$ cat src/include/tag_consts.svh
// constants for the tag protocol dispatcher, option word and eeprom map
// assumes a single 25 MHz clock domain and word-wide eeprom access
`ifndef TAG_CONSTS_SVH
`define TAG_CONSTS_SVH

`define EE_WORDS      32
`define W_UID         5'h00
`define W_FAB         5'h01
`define W_CFG         5'h02
`define W_WLOCK       5'h03
`define W_RLOCK       5'h04
`define CFG_RESET     32'h2600_0000
`define CFG_FSCI      31:28
`define CFG_FWI       27:24
`define CFG_SDR       23
`define CFG_DS        22:20
`define CFG_DR        19:17
`define CFG_NL4       16
`define CFG_NFC       15
`define CFG_IRQ_ACT   13
`define CFG_MODE      12:11
`define MODE_L4       2'h0
`define MODE_L3       2'h1
`define MODE_FRAMING  2'h2
`define MODE_TRANSP   2'h3
`define SAK_BASE      8'h00
`define SAK_L4        8'h20
`define SAK_NFC       8'h40
`define RATS_BYTE     8'he0
`define PPS_NIB       4'hd
`define SBLK_NIB      4'hc
`define DESEL_LOW     3'h2
`define PROP_TOP      2'h1
`define CID_BIT       3

`endif

$ cat src/include/tag_pkg.sv
// types shared by the tag protocol core and its eeprom
// state and class codes are set here; tag_consts.svh supplies the eeprom word numbers
`default_nettype none
package tag_pkg;
  typedef enum logic [6:0] {
    ST_INIT   = 7'h01,
    ST_INIT_W = 7'h02,
    ST_IDLE   = 7'h04,
    ST_FIRST  = 7'h08,
    ST_RATS   = 7'h10,
    ST_PROT   = 7'h20,
    ST_HALT   = 7'h40
  } state_t;

  typedef enum logic [2:0] {
    CL_FIFO  = 3'h0,
    CL_RATS  = 3'h1,
    CL_PPS   = 3'h2,
    CL_DESEL = 3'h3,
    CL_PROP  = 3'h4
  } frame_cls_t;

  typedef struct packed {
    logic [31:0][31:0] words;
    logic              ack;
    logic              refused;
    logic [31:0]       rdata;
  } mem_state_t;
endpackage : tag_pkg
`default_nettype wire

$ cat src/core/tag_pin_sync.sv
// three-stage synchroniser for pins from outside the clock domain
// assumes levels; output moves only when stages two and three agree
`default_nettype none
module tag_pin_sync #(
  parameter int W = 4
) (
  input  wire logic         i_ref_clk,
  input  wire logic         i_sys_rst,
  input  wire logic [W-1:0] i_pins,
  output logic      [W-1:0] o_pins
);
  typedef struct packed {
    logic [W-1:0] s1;
    logic [W-1:0] s2;
    logic [W-1:0] s3;
    logic [W-1:0] q;
  } sync_t;

  sync_t r_q;
  sync_t r_d;

  always_comb begin
    r_d    = r_q;
    r_d.s1 = i_pins;
    r_d.s2 = r_q.s1;
    r_d.s3 = r_q.s2;
    for (int i = 0; i < W; i++) begin
      if (r_q.s2[i] == r_q.s3[i]) begin
        r_d.q[i] = r_q.s3[i];
      end
    end
  end

  always_ff @(posedge i_ref_clk or posedge i_sys_rst) begin
    if (i_sys_rst) begin
      r_q <= '0;
    end else begin
      r_q <= r_d;
    end
  end

  assign o_pins = r_q.q;
endmodule : tag_pin_sync
`default_nettype wire

$ cat src/core/tag_eeprom.sv
// 32 x 32 nonvolatile word store with lock handling, registered read data
// assumes one request per cycle at most; answer comes the next cycle
`include "tag_consts.svh"
`default_nettype none
module tag_eeprom #(
  parameter logic [31:0] UID_LOW  = 32'h0000_0001, // arbitrary value
  parameter logic [31:0] FAB_DATA = 32'h0000_0000  // arbitrary value
) (
  input  wire logic        i_ref_clk,
  input  wire logic        i_sys_rst,
  input  wire logic        i_req,
  input  wire logic        i_we,
  input  wire logic [4:0]  i_addr,
  input  wire logic [31:0] i_wdata,
  output logic             o_ack,
  output logic             o_refused,
  output logic      [31:0] o_rdata
);
  tag_pkg::mem_state_t m_q;
  tag_pkg::mem_state_t m_d;

  always_comb begin
    m_d         = m_q;
    m_d.ack     = 1'b0;
    m_d.refused = 1'b0;
    if (i_req) begin
      m_d.ack   = 1'b1;
      m_d.rdata = m_q.words[i_addr];
      if (i_we) begin
        if (i_addr == `W_UID || i_addr == `W_FAB) begin
          m_d.refused = 1'b1;
        end else if (m_q.words[`W_WLOCK][i_addr]) begin
          m_d.refused = 1'b1;
        end else if (i_addr == `W_WLOCK || i_addr == `W_RLOCK) begin
          m_d.words[i_addr] = m_q.words[i_addr] | i_wdata;
        end else begin
          m_d.words[i_addr] = i_wdata;
        end
      end
    end
  end

  always_ff @(posedge i_ref_clk or posedge i_sys_rst) begin
    if (i_sys_rst) begin
      m_q              <= '0;
      // low id bytes in word 0
      m_q.words[`W_UID] <= UID_LOW;
      m_q.words[`W_FAB] <= FAB_DATA;
      m_q.words[`W_CFG] <= `CFG_RESET;
    end else begin
      m_q <= m_d;
    end
  end

  assign o_ack     = m_q.ack;
  assign o_refused = m_q.refused;
  assign o_rdata   = m_q.rdata;
endmodule : tag_eeprom
`default_nettype wire

$ cat src/core/tag_protocol_core.sv
// level-4 dispatcher, option word decode, transparent bypass and eeprom port
// assumes rx bytes come from the framing logic on the same clock
`include "tag_consts.svh"
`default_nettype none
module tag_protocol_core (
  input  wire logic        i_ref_clk,
  input  wire logic        i_sys_rst,
  input  wire logic        i_field_on,
  input  wire logic        i_sak2_sent,
  input  wire logic        i_rx_valid,
  input  wire logic        i_rx_first,
  input  wire logic        i_rx_last,
  input  wire logic [7:0]  i_rx_data,
  input  wire logic        i_irq_clear,
  input  wire logic        i_tx_mod,
  input  wire logic        i_spi_miso,
  input  wire logic        i_ss_n,
  input  wire logic        i_mosi,
  input  wire logic        i_demod,
  input  wire logic        i_clk_extract,
  input  wire logic        i_ee_req,
  input  wire logic        i_ee_we,
  input  wire logic [4:0]  i_ee_addr,
  input  wire logic [31:0] i_ee_wdata,
  output logic             o_ready,
  output logic             o_fifo_wr,
  output logic      [7:0]  o_fifo_data,
  output logic             o_reply_ats,
  output logic             o_reply_pps,
  output logic             o_reply_deselect,
  output logic             o_run_proprietary,
  output logic      [3:0]  o_cid,
  output logic      [7:0]  o_sak2,
  output logic      [7:0]  o_ta1,
  output logic      [3:0]  o_fsci,
  output logic      [3:0]  o_fwi,
  output logic      [1:0]  o_mode,
  output logic             o_irq,
  output logic             o_modulate,
  output logic             o_miso,
  output logic             o_ee_ack,
  output logic             o_ee_refused,
  output logic      [31:0] o_ee_rdata
);
  typedef struct packed {
    tag_pkg::state_t     st;
    logic [31:0]         cfg;
    logic [3:0]          cid;
    tag_pkg::frame_cls_t cls;
    logic                fwd;
    logic                exec;
    logic                cid_ok;
    logic                need_cid;
    logic                irq;
    logic                fifo_wr;
    logic [7:0]          fifo_data;
    logic                rep_ats;
    logic                rep_pps;
    logic                rep_desel;
    logic                rep_prop;
    logic [7:0]          sak2;
    logic [7:0]          ta1;
    logic                modulate;
    logic                miso;
    logic                irq_pin;
    logic                ee_ack;
    logic                ee_refused;
    logic [31:0]         ee_rdata;
    logic                ready;
  } core_t;

  core_t c_q;
  core_t c_d;

  logic [3:0]  pins_s;
  logic        mem_req;
  logic        mem_we;
  logic [4:0]  mem_addr;
  logic        mem_ack;
  logic        mem_refused;
  logic [31:0] mem_rdata;
  logic        init_busy;

  tag_pin_sync #(.W(4)) u_sync (
    .i_ref_clk (i_ref_clk),
    .i_sys_rst (i_sys_rst),
    .i_pins    ({i_ss_n, i_mosi, i_demod, i_clk_extract}),
    .o_pins    (pins_s)
  );

  logic ss_hi_s;
  logic mosi_s;
  logic demod_s;
  logic clkx_s;
  assign ss_hi_s = pins_s[3];
  assign mosi_s  = pins_s[2];
  assign demod_s = pins_s[1];
  assign clkx_s  = pins_s[0];

  function automatic tag_pkg::frame_cls_t classify(input logic [7:0] b);
    if (b == `RATS_BYTE) begin
      classify = tag_pkg::CL_RATS;
    end else if (b[7:4] == `PPS_NIB) begin
      classify = tag_pkg::CL_PPS;
    end else if (b[7:4] == `SBLK_NIB && b[2:0] == `DESEL_LOW) begin
      classify = tag_pkg::CL_DESEL;
    end else if (b[7:6] == `PROP_TOP) begin
      classify = tag_pkg::CL_PROP;
    end else begin
      // old and new S(PARAMETERS) land here
      classify = tag_pkg::CL_FIFO;
    end
  endfunction : classify

  // init owns the eeprom until the option word is in
  assign init_busy = (c_q.st == tag_pkg::ST_INIT) || (c_q.st == tag_pkg::ST_INIT_W);
  // no mode or field gating on eeprom access
  assign mem_req  = (c_q.st == tag_pkg::ST_INIT) || (i_ee_req && !init_busy);
  assign mem_we   = i_ee_we && !init_busy;
  assign mem_addr = init_busy ? `W_CFG : i_ee_addr;

  tag_eeprom u_ee (
    .i_ref_clk (i_ref_clk),
    .i_sys_rst (i_sys_rst),
    .i_req     (mem_req),
    .i_we      (mem_we),
    .i_addr    (mem_addr),
    .i_wdata   (i_ee_wdata),
    .o_ack     (mem_ack),
    .o_refused (mem_refused),
    .o_rdata   (mem_rdata)
  );

  always_comb begin
    logic [1:0]          mode;
    logic                active;
    logic                accept;
    logic                cand;
    logic                ok;
    tag_pkg::frame_cls_t cls_v;
    c_d         = c_q;
    mode        = c_q.cfg[`CFG_MODE];
    active      = (c_q.st == tag_pkg::ST_FIRST) || (c_q.st == tag_pkg::ST_RATS) ||
                  (c_q.st == tag_pkg::ST_PROT);
    cand        = 1'b0;
    ok          = c_q.cid_ok;
    cls_v       = c_q.cls;
    c_d.fifo_wr = 1'b0;
    c_d.rep_ats   = 1'b0;
    c_d.rep_pps   = 1'b0;
    c_d.rep_desel = 1'b0;
    c_d.rep_prop  = 1'b0;
    c_d.ee_ack    = mem_ack && (c_q.st != tag_pkg::ST_INIT_W);
    c_d.ee_refused = mem_refused;
    c_d.ee_rdata  = mem_rdata;
    if (i_irq_clear) begin
      c_d.irq = 1'b0;
    end
    unique case (c_q.st)
      tag_pkg::ST_INIT: begin
        c_d.st = tag_pkg::ST_INIT_W;
      end
      // option word captured before any frame
      tag_pkg::ST_INIT_W: begin
        if (mem_ack) begin
          c_d.cfg = mem_rdata;
          c_d.st  = tag_pkg::ST_IDLE;
        end
      end
      tag_pkg::ST_IDLE, tag_pkg::ST_HALT: begin
        if (i_sak2_sent && mode != `MODE_FRAMING && mode != `MODE_TRANSP) begin
          c_d.st = tag_pkg::ST_FIRST;
          // active-entry interrupt, set wins over clear
          if (c_q.cfg[`CFG_IRQ_ACT]) begin
            c_d.irq = 1'b1;
          end
        end
      end
      tag_pkg::ST_FIRST, tag_pkg::ST_RATS, tag_pkg::ST_PROT: begin
        if (!i_field_on) begin
          c_d.st = tag_pkg::ST_IDLE;
        end
      end
    endcase
    accept = (mode == `MODE_FRAMING) ||
             ((mode == `MODE_L4 || mode == `MODE_L3) && active && i_field_on);
    if (i_rx_valid && accept && !init_busy) begin
      if (i_rx_first) begin
        cls_v = classify(i_rx_data);
        // RATS only first, PPS only right after
        if (mode == `MODE_L4 && active) begin
          unique case (cls_v)
            tag_pkg::CL_RATS:  cand = (c_q.st == tag_pkg::ST_FIRST);
            tag_pkg::CL_PPS:   cand = (c_q.st == tag_pkg::ST_RATS);
            tag_pkg::CL_DESEL: cand = 1'b1;
            tag_pkg::CL_PROP:  cand = 1'b1;
            tag_pkg::CL_FIFO:  cand = 1'b0;
          endcase
        end
        // out-of-turn RATS or PPS ends the window
        if (active && !cand) begin
          c_d.st = tag_pkg::ST_PROT;
        end
        c_d.cls      = cls_v;
        c_d.exec     = cand;
        c_d.fwd      = !cand;
        c_d.need_cid = (cls_v == tag_pkg::CL_RATS) ||
                       ((cls_v == tag_pkg::CL_DESEL || cls_v == tag_pkg::CL_PROP) &&
                        i_rx_data[`CID_BIT]);
        // PPS carries the CID in its first byte
        if (cls_v == tag_pkg::CL_PPS) begin
          ok = (i_rx_data[3:0] == c_q.cid);
        end else begin
          ok = 1'b1;
        end
        c_d.cid_ok = ok;
      end else if (c_q.need_cid) begin
        c_d.need_cid = 1'b0;
        if (c_q.cls == tag_pkg::CL_RATS) begin
          c_d.cid = i_rx_data[3:0];
        end else begin
          ok         = (i_rx_data[3:0] == c_q.cid);
          c_d.cid_ok = ok;
        end
      end
      if (i_rx_first ? !cand : c_q.fwd) begin
        c_d.fifo_wr   = 1'b1;
        c_d.fifo_data = i_rx_data;
      end
      if (i_rx_last && (i_rx_first ? cand : c_q.exec) && ok) begin
        unique case (cls_v)
          tag_pkg::CL_RATS: begin
            c_d.rep_ats = 1'b1;
            c_d.st      = tag_pkg::ST_RATS;
          end
          tag_pkg::CL_PPS: begin
            c_d.rep_pps = 1'b1;
            c_d.st      = tag_pkg::ST_PROT;
          end
          tag_pkg::CL_DESEL: begin
            c_d.rep_desel = 1'b1;
            c_d.st        = tag_pkg::ST_HALT;
          end
          tag_pkg::CL_PROP: begin
            c_d.rep_prop = 1'b1;
            c_d.st       = tag_pkg::ST_PROT;
          end
          tag_pkg::CL_FIFO: begin
            c_d.rep_prop = 1'b0;
          end
        endcase
      end
    end
    c_d.ready = (c_d.st != tag_pkg::ST_INIT) && (c_d.st != tag_pkg::ST_INIT_W);
    if (c_d.cfg[`CFG_NL4]) begin
      c_d.sak2 = `SAK_BASE;
    end else if (c_d.cfg[`CFG_NFC]) begin
      c_d.sak2 = `SAK_L4 | `SAK_NFC;
    end else begin
      c_d.sak2 = `SAK_L4;
    end
    c_d.ta1 = {c_d.cfg[`CFG_SDR], c_d.cfg[`CFG_DS], 1'b0, c_d.cfg[`CFG_DR]};
    if (mode == `MODE_TRANSP && ss_hi_s) begin
      c_d.modulate = mosi_s;
      c_d.miso     = clkx_s;
      c_d.irq_pin  = demod_s;
    end else begin
      c_d.modulate = i_tx_mod;
      c_d.miso     = i_spi_miso;
      c_d.irq_pin  = c_d.irq;
    end
  end

  always_ff @(posedge i_ref_clk or posedge i_sys_rst) begin
    if (i_sys_rst) begin
      c_q      <= '0;
      c_q.st   <= tag_pkg::ST_INIT;
      c_q.cls  <= tag_pkg::CL_FIFO;
      c_q.cfg  <= `CFG_RESET;
      c_q.sak2 <= `SAK_L4;
    end else begin
      c_q <= c_d;
    end
  end

  assign o_ready           = c_q.ready;
  assign o_fifo_wr         = c_q.fifo_wr;
  assign o_fifo_data       = c_q.fifo_data;
  assign o_reply_ats       = c_q.rep_ats;
  assign o_reply_pps       = c_q.rep_pps;
  assign o_reply_deselect  = c_q.rep_desel;
  assign o_run_proprietary = c_q.rep_prop;
  assign o_cid             = c_q.cid;
  assign o_sak2            = c_q.sak2;
  assign o_ta1             = c_q.ta1;
  // frame size and waiting time indices
  assign o_fsci            = c_q.cfg[`CFG_FSCI];
  assign o_fwi             = c_q.cfg[`CFG_FWI];
  assign o_mode            = c_q.cfg[`CFG_MODE];
  assign o_irq             = c_q.irq_pin;
  assign o_modulate        = c_q.modulate;
  assign o_miso            = c_q.miso;
  assign o_ee_ack          = c_q.ee_ack;
  assign o_ee_refused      = c_q.ee_refused;
  assign o_ee_rdata        = c_q.ee_rdata;
endmodule : tag_protocol_core
`default_nettype wire

$ cat config.mk
export PLATFORM = sky130hd
export DESIGN_NAME = tag_protocol_core
export DESIGN_NICKNAME = d
export VERILOG_FILES = /design/src/include/tag_pkg.sv /design/src/core/tag_pin_sync.sv /design/src/core/tag_eeprom.sv /design/src/core/tag_protocol_core.sv
export VERILOG_INCLUDE_DIRS = /design/src /design/src/include
export SDC_FILE = /design/constraint.sdc
export NUM_CORES = 2
export LEC_CHECK = 0
export CAP_MARGIN = 20
export CORE_MARGIN = 2
export CORE_UTILIZATION = 30
export DETAILED_ROUTE_END_ITERATION = 10
export DONT_BUFFER_PORTS = 1
export GPL_ROUTABILITY_DRIVEN = 0
export PLACE_DENSITY = 0.45
export SETUP_SLACK_MARGIN = 0.05
export SLEW_MARGIN = 5
export SYNTH_ARGS = -nofsm -noshare
export SYNTH_HDL_FRONTEND = slang
export SYNTH_SLANG_ARGS = --single-unit
$ cat constraint.sdc
create_clock -name i_ref_clk -period 41 [get_ports i_ref_clk]
set_input_delay 4.1 -clock i_ref_clk [delete_from_list [all_inputs] [get_ports i_ref_clk]]
set_output_delay 4.1 -clock i_ref_clk [all_outputs]
set_load 0.01 [all_outputs]
; ---- Word-level counts from Yosys, hierarchy flattened
; Cells that the tools add are included.
[word_totals]
reg_bits = 1191
inputBits = 61
elab_cells = 216
[op_classes]
magnitude_cmp = 2
eq_ne = 37
muxes = 61
bitwise = 4
n_reduce_logical = 45
[op_table]
columns = op, n
row1 = $bwmux W1024, 2
row2 = $mux W1024, 1
row3 = $bmux W32 S5, 1
row4 = $demux W32 S5, 1
row5 = $mux W32, 2
row6 = $mux W7, 8
row7 = $mux W39, 1
row8 = $mux W34, 1
row9 = $or A32 B32 Y32, 1
row10 = $pmux W7 S4, 1
row11 = $mux W3, 9
row12 = $mux W1, 24
row13 = $mux W24, 1
row14 = $pmux W7 S3, 1
row15 = $logic_and A1 B1 Y1, 18
row16 = $eq A3 B2 Y1 const B, 5
row17 = $ne A7 B2 Y1 const B, 2
row18 = $mux W13, 1
row19 = $logic_or A1 B1 Y1, 10
row20 = $eq A3 B1 Y1 const B, 3
row21 = $mux W9, 1
row22 = $eq A4 B4 Y1 const B, 2
row23 = $eq A8 B8 Y1 const B, 1
row24 = $reduce_and A2 Y1, 4
row25 = other kinds (33), 48

; ---- Longest topological paths before layout
[depth]
ltp_word = 24
depth_mapped = 14

; ---- Cells and area by module
; A second synthesis with hierarchy kept.
[unflattened]
cells_unflattened = 3743
area_unflattened_um2 = 51712.1
[by_module_without_submodules]
columns = module, instances, cells_per_inst, area_per_inst_um2
row1 = tag_eeprom, 1, 3382, 47082.7
row2 = tag_protocol_core, 1, 336, 4150.2
row3 = tag_pin_sync, 1, 25, 479.2

; ---- Worst setup path before layout
; No wires, ideal clock.
[synth_path]
path_type = input port to flip-flop
start = input i_ee_addr[0]
end = register u_ee.m_q[647] (netlist bit)
setup_ns = 0.125
t_arrival_ns = 6.647
slack_ns = 34.228
stages = 9
path_cell_list = buf_4 -> or4b_2 -> o31a_1 -> o32ai_1 -> nor4b_2 -> buf_6 -> a2111oi_4 -> buf_6 -> mux2_2
[synth_between]
elab_chain_len = 7
elab_cells_between_ends = 23
cone_classes = order compare: 2 / eq/ne: 3 / mux: 10 / bitwise: 3 / reduce/logical: 5
[synth_lines]
columns = item, line_no
row1 = "start, declared", tag_protocol_core.sv:23  ; input wire logic [4:0] i_ee_addr,
row2 = $mux W5 (*), tag_protocol_core.sv:120  ; assign mem_addr = init_busy ? `W_CFG : i_ee_addr;
row3 = $lt A5 B6 Y1 (not written as such) or $ge A5 B1 Y1 (tied branches), "tag_eeprom.sv:35, tag_eeprom.sv:37"
row4 = $logic_and A1 B1 Y1 (not written as such), "tag_eeprom.sv:35, tag_eeprom.sv:37"
row5 = $mux W32 (not written as such), "tag_eeprom.sv:35, tag_eeprom.sv:37"
row6 = $demux W32 S5, -
row7 = $bwmux W1024 (on tied branches), "tag_eeprom.sv:37, tag_eeprom.sv:35"
row8 = $mux W1024, tag_eeprom.sv:34  ; end else if (i_addr == `W_WLOCK || i_addr == `W_RLOCK) begin
row9 = "end signal, assigned", tag_eeprom.sv:51  ; m_q <= m_d;
row10 = "end, declared", tag_eeprom.sv:19  ; tag_pkg::mem_state_t m_q;
; Every way passes the cells marked *; elsewhere a longest branch is shown, timed or not. The select of a mux whose other input is x is not followed.
; A chain may end at the register's enable or synchronous reset.

; ---- Final worst setup path
[layout_path]
start = input i_ee_addr[1]
end = register u_ee.m_q[146] (netlist bit)
; The elaborated chain is that of the path after synthesis.

==> results_dict.tcl <==
set metrics [dict create \
    synth_warnings 0 \
    cp.required_ps 41670 \
    firstDrtPassIters 5 \
    start_util_pct 30.1 \
    cp_top_family "simple AND/OR/NAND/NOR gates" \
    cts_resized 0 \
    clk_pin_slew_worst_paths_ps 60 \
    power.density_nw_per_um2 54.2 \
    slew_violations 0 \
    grt_max_degree 313 \
    die_h_um 424 \
    fin_crit_ps 7920 \
    ir_drop_v 0.0000377 \
    crit_type "in2reg" \
    worstPathMaxFanout 312 \
    fillers 17500 \
    io_buffers 0 \
    synth_area_sq_um 52900 \
    ant_nets 0 \
    yosysTopAreaCell "dfrtp_1" \
    synth-seq-cells 1166 \
    area.growth.synth_to_final_pct 11.0 \
    intPower_mw 2.26 \
    status "complete, no violations" \
    grt_pass1_vias 34500 \
    clkLatencyLatePin_ps 790 \
    period_share_pct 19.3 \
    ctsLongestPathBuffers 3 \
    p_seq_share_pct 46.2 \
    maxCapViolations 0 \
    core_sq_um 176000 \
    drive_above_1_share_pct 28.0 \
    cp.buffers_inverters 1 \
    worstPathArrival_ps 8580 \
    swShare_pct 29.1 \
    antenna_found_initial 5 \
    p_leak_nw 26.5 \
    max_freq_ghz 0.126 \
    final_cells 6553 \
    synth-seq-area-share_pct 55.2 \
    syn_area_per_cell_sq_um 12.1 \
    cts_buffers 133 \
    num_vias 34400 \
    cts_tree "done" \
    worst_setup_path_end_kind "register" \
    worst_slew_pin_slew_ps 1400 \
    io_pins 142 \
    htreeDepth 4 \
    setup_viol 0 \
    fp-row-count 154 \
    wirelength_um 180000 \
    grt_pass1_wl_um 261000 \
    ys.flop_type "dfrtp_1" \
    critPathMaxStageDelay_ps 960 \
    syn_inst 4358 \
    ys_async_sr_fraction_pct 100 \
    rsz0062_at_grt "false" \
    avgRoutedWirePerCell_um 27.4 \
    synth.top_cell.area_share_pct 54.7 \
    startpoint_type "input port" \
    cts_root_buffer "clkbuf_16" \
    die-width_um 424 \
    dp_cells 6311 \
    switchingPower_mw 0.927 \
    netlist_top_cells_count "dfrtp_1 (1,157), mux2_2 (616), a21oi_1 (398), nor2_1 (392), nand2_1 (284)" \
    p_clk_share_pct 37.2 \
    vias_per_cell 5.26 \
    holdBufCountCts 0 \
    path_cells "or2_2 > o22ai_1 > a21oi_1 > o211ai_1 > and2_1 > buf_4 > mux2_2" \
    final_nets 4170 \
    hold_ws_ps 349 \
    p_comb_share_pct 16.7 \
    die_area_sq_um 180000 \
    hold_viol_final 0 \
    postLayoutCellArea_sq_um 58800 \
    postCtsSetupBuffers 0 \
    cpMaxStageDelayCell "or2_2" \
    hp-class "reg2reg" \
    synth_area_leaders "dfrtp_1 (55%), mux2_2 (13%), mux4_2 (6.5%), a21oi_1 (3.8%), nor2_1 (2.8%)" \
    finClkSkew_ps 28.3 \
    total_power_mw 3.18 \
    drt_iter0_markers 2945 \
    synthDistinctLibCells 88 \
    totalNegativeSetupSlack_ps 0 \
    timing.slew.headroom_pct 6.38 \
    grt_usage_pct 19.9 \
    placed_area_sq_um 54400 \
    synth-edff-count 0 \
    hpwl_um 105000 \
    synth.most_common_cell "dfrtp_1" \
    route.detailed.drc 0 \
    cts.sinks 1166 \
    grt_overflow_total 0 \
]
## final timing paths
| check | startpoint | endpoint | slack [ps] | cells after the start |
|---|---|---|---|---|
| worst max-delay path | i_ee_addr[1] | u_ee.m_q[146] | 33080 | 7 |
| worst min-delay path | u_sync.r_d[10] | u_sync.r_d[6] | 350 | 0 |
| worst max register to register | c_q[111] | u_ee.m_q[780] | 35680 | 10 |
| worst min register to register | u_sync.r_d[10] | u_sync.r_d[6] | 350 | 0 |
| max in group asynchronous | i_sys_rst | u_ee.m_q[40] | 33270 | 6 |
| min in group asynchronous | i_sys_rst | o_ee_rdata[10] | 3250 | 1 |
## flip-flops by register name (all words and copies together), names as in the netlist, 7 cells and up
register and count:
c_q 18, o_ee_rdata 32, o_fifo_data 8, o_ta1 7, u_ee.m_q 1024, u_ee.o_rdata 32
u_sync.r_d 8
## routing by layer
layer	part of all wire, %	GRT usage, %	vias to the layer above
met5	0	0	-
met2	46	31.3	903
met4	2.0	4.84	0
met1	46	28.2	18400
li1	-	-	15000
met3	5.5	3.70	194
## worst reg2reg max path, stage by stage (launching register included)
cell      delay [ps]
dfstp_2          650
xor2_2           150
buf_4            470
nand3_2          730
buf_4            560
a21oi_1          220
o211ai_1          90
buf_4            290
a211oi_4         910
buf_4            660
mux2_2           470
## power groups by stage
stage | logic [mW] | clock network, mW | registers [mW]
finish | 0.531 | 1.18 | 1.47
global route | 0.574 | 1.26 | 1.49
CTS | 0.527 | 1.21 | 1.47
detailed placement | 0.525 | 0 | 1.49
global placement | 0.519 | 0 | 1.49
floorplan | 0.430 | 0 | 1.44
## kinds of logic (layout without fill, tap and decap cells)
family | count (synthesis) | after routing | synth area share, %
flip-flops | 1166 | 1166 | 55.2
AO/OA/AOI/OAI | 939 | 939 | 11.2
multiplexers | 869 | 869 | 21.6
AND/OR/NAND/NOR | 836 | 836 | 6.72
buffers and inverters | 535 | 382 | 5.14
XOR/XNOR | 8 | 8 | 0.147
adder cells (fa/ha/maj) | 4 | 4 | 0.0757
other | 1 | 9 | 0.00709
## layout make-up
type	instances	area, sq um	share of cell area, %
multi-input cells	2664	21300	36.2
flip-flops and latches	1166	29200	49.7
inverters	26	106	0.181
repair buffers	118	951	1.62
well taps	2340	2930	4.98
clock inverters	37	303	0.515
diodes	1	2.50	0.00426
clock buffers	201	3990	6.79
## metrics by stage
step | utilization, % | worst slack [ps]
final | 33.4 | 33080
after global routing | 33.4 | 32580
after CTS | 33.4 | 33020
after detailed placement | 31.0 | 32170
after global placement | 31.0 | 32160
after floorplan | - | 4070
## cells in the final DEF, fill, tap and decap left out, types with 9 or more instances in the layout
cell and count:
dfrtp_1 1157, clkbuf_1 34, mux2i_1 84, o31a_1 12, a22oi_1 15, a21oi_2 10
nor2_1 389, o21ai_0 206, o22ai_1 26, or3_1 13, nand2b_1 24, clkbuf_16 139
dfstp_2 9, a211oi_1 25, clkbuf_8 28, clkinv_2 24, a31oi_1 28, nand3_1 20
o2bb2ai_1 9, o211ai_1 26, nor2b_1 21, a21oi_1 390, a221oi_1 36, inv_1 22
mux2_1 14, o221ai_1 13, a2bb2oi_1 11, nor3_1 30, nand2_1 283, mux2_2 616
a221o_1 16, buf_4 112, mux4_2 152
Note: power is estimated with default switching activity, not from simulation.
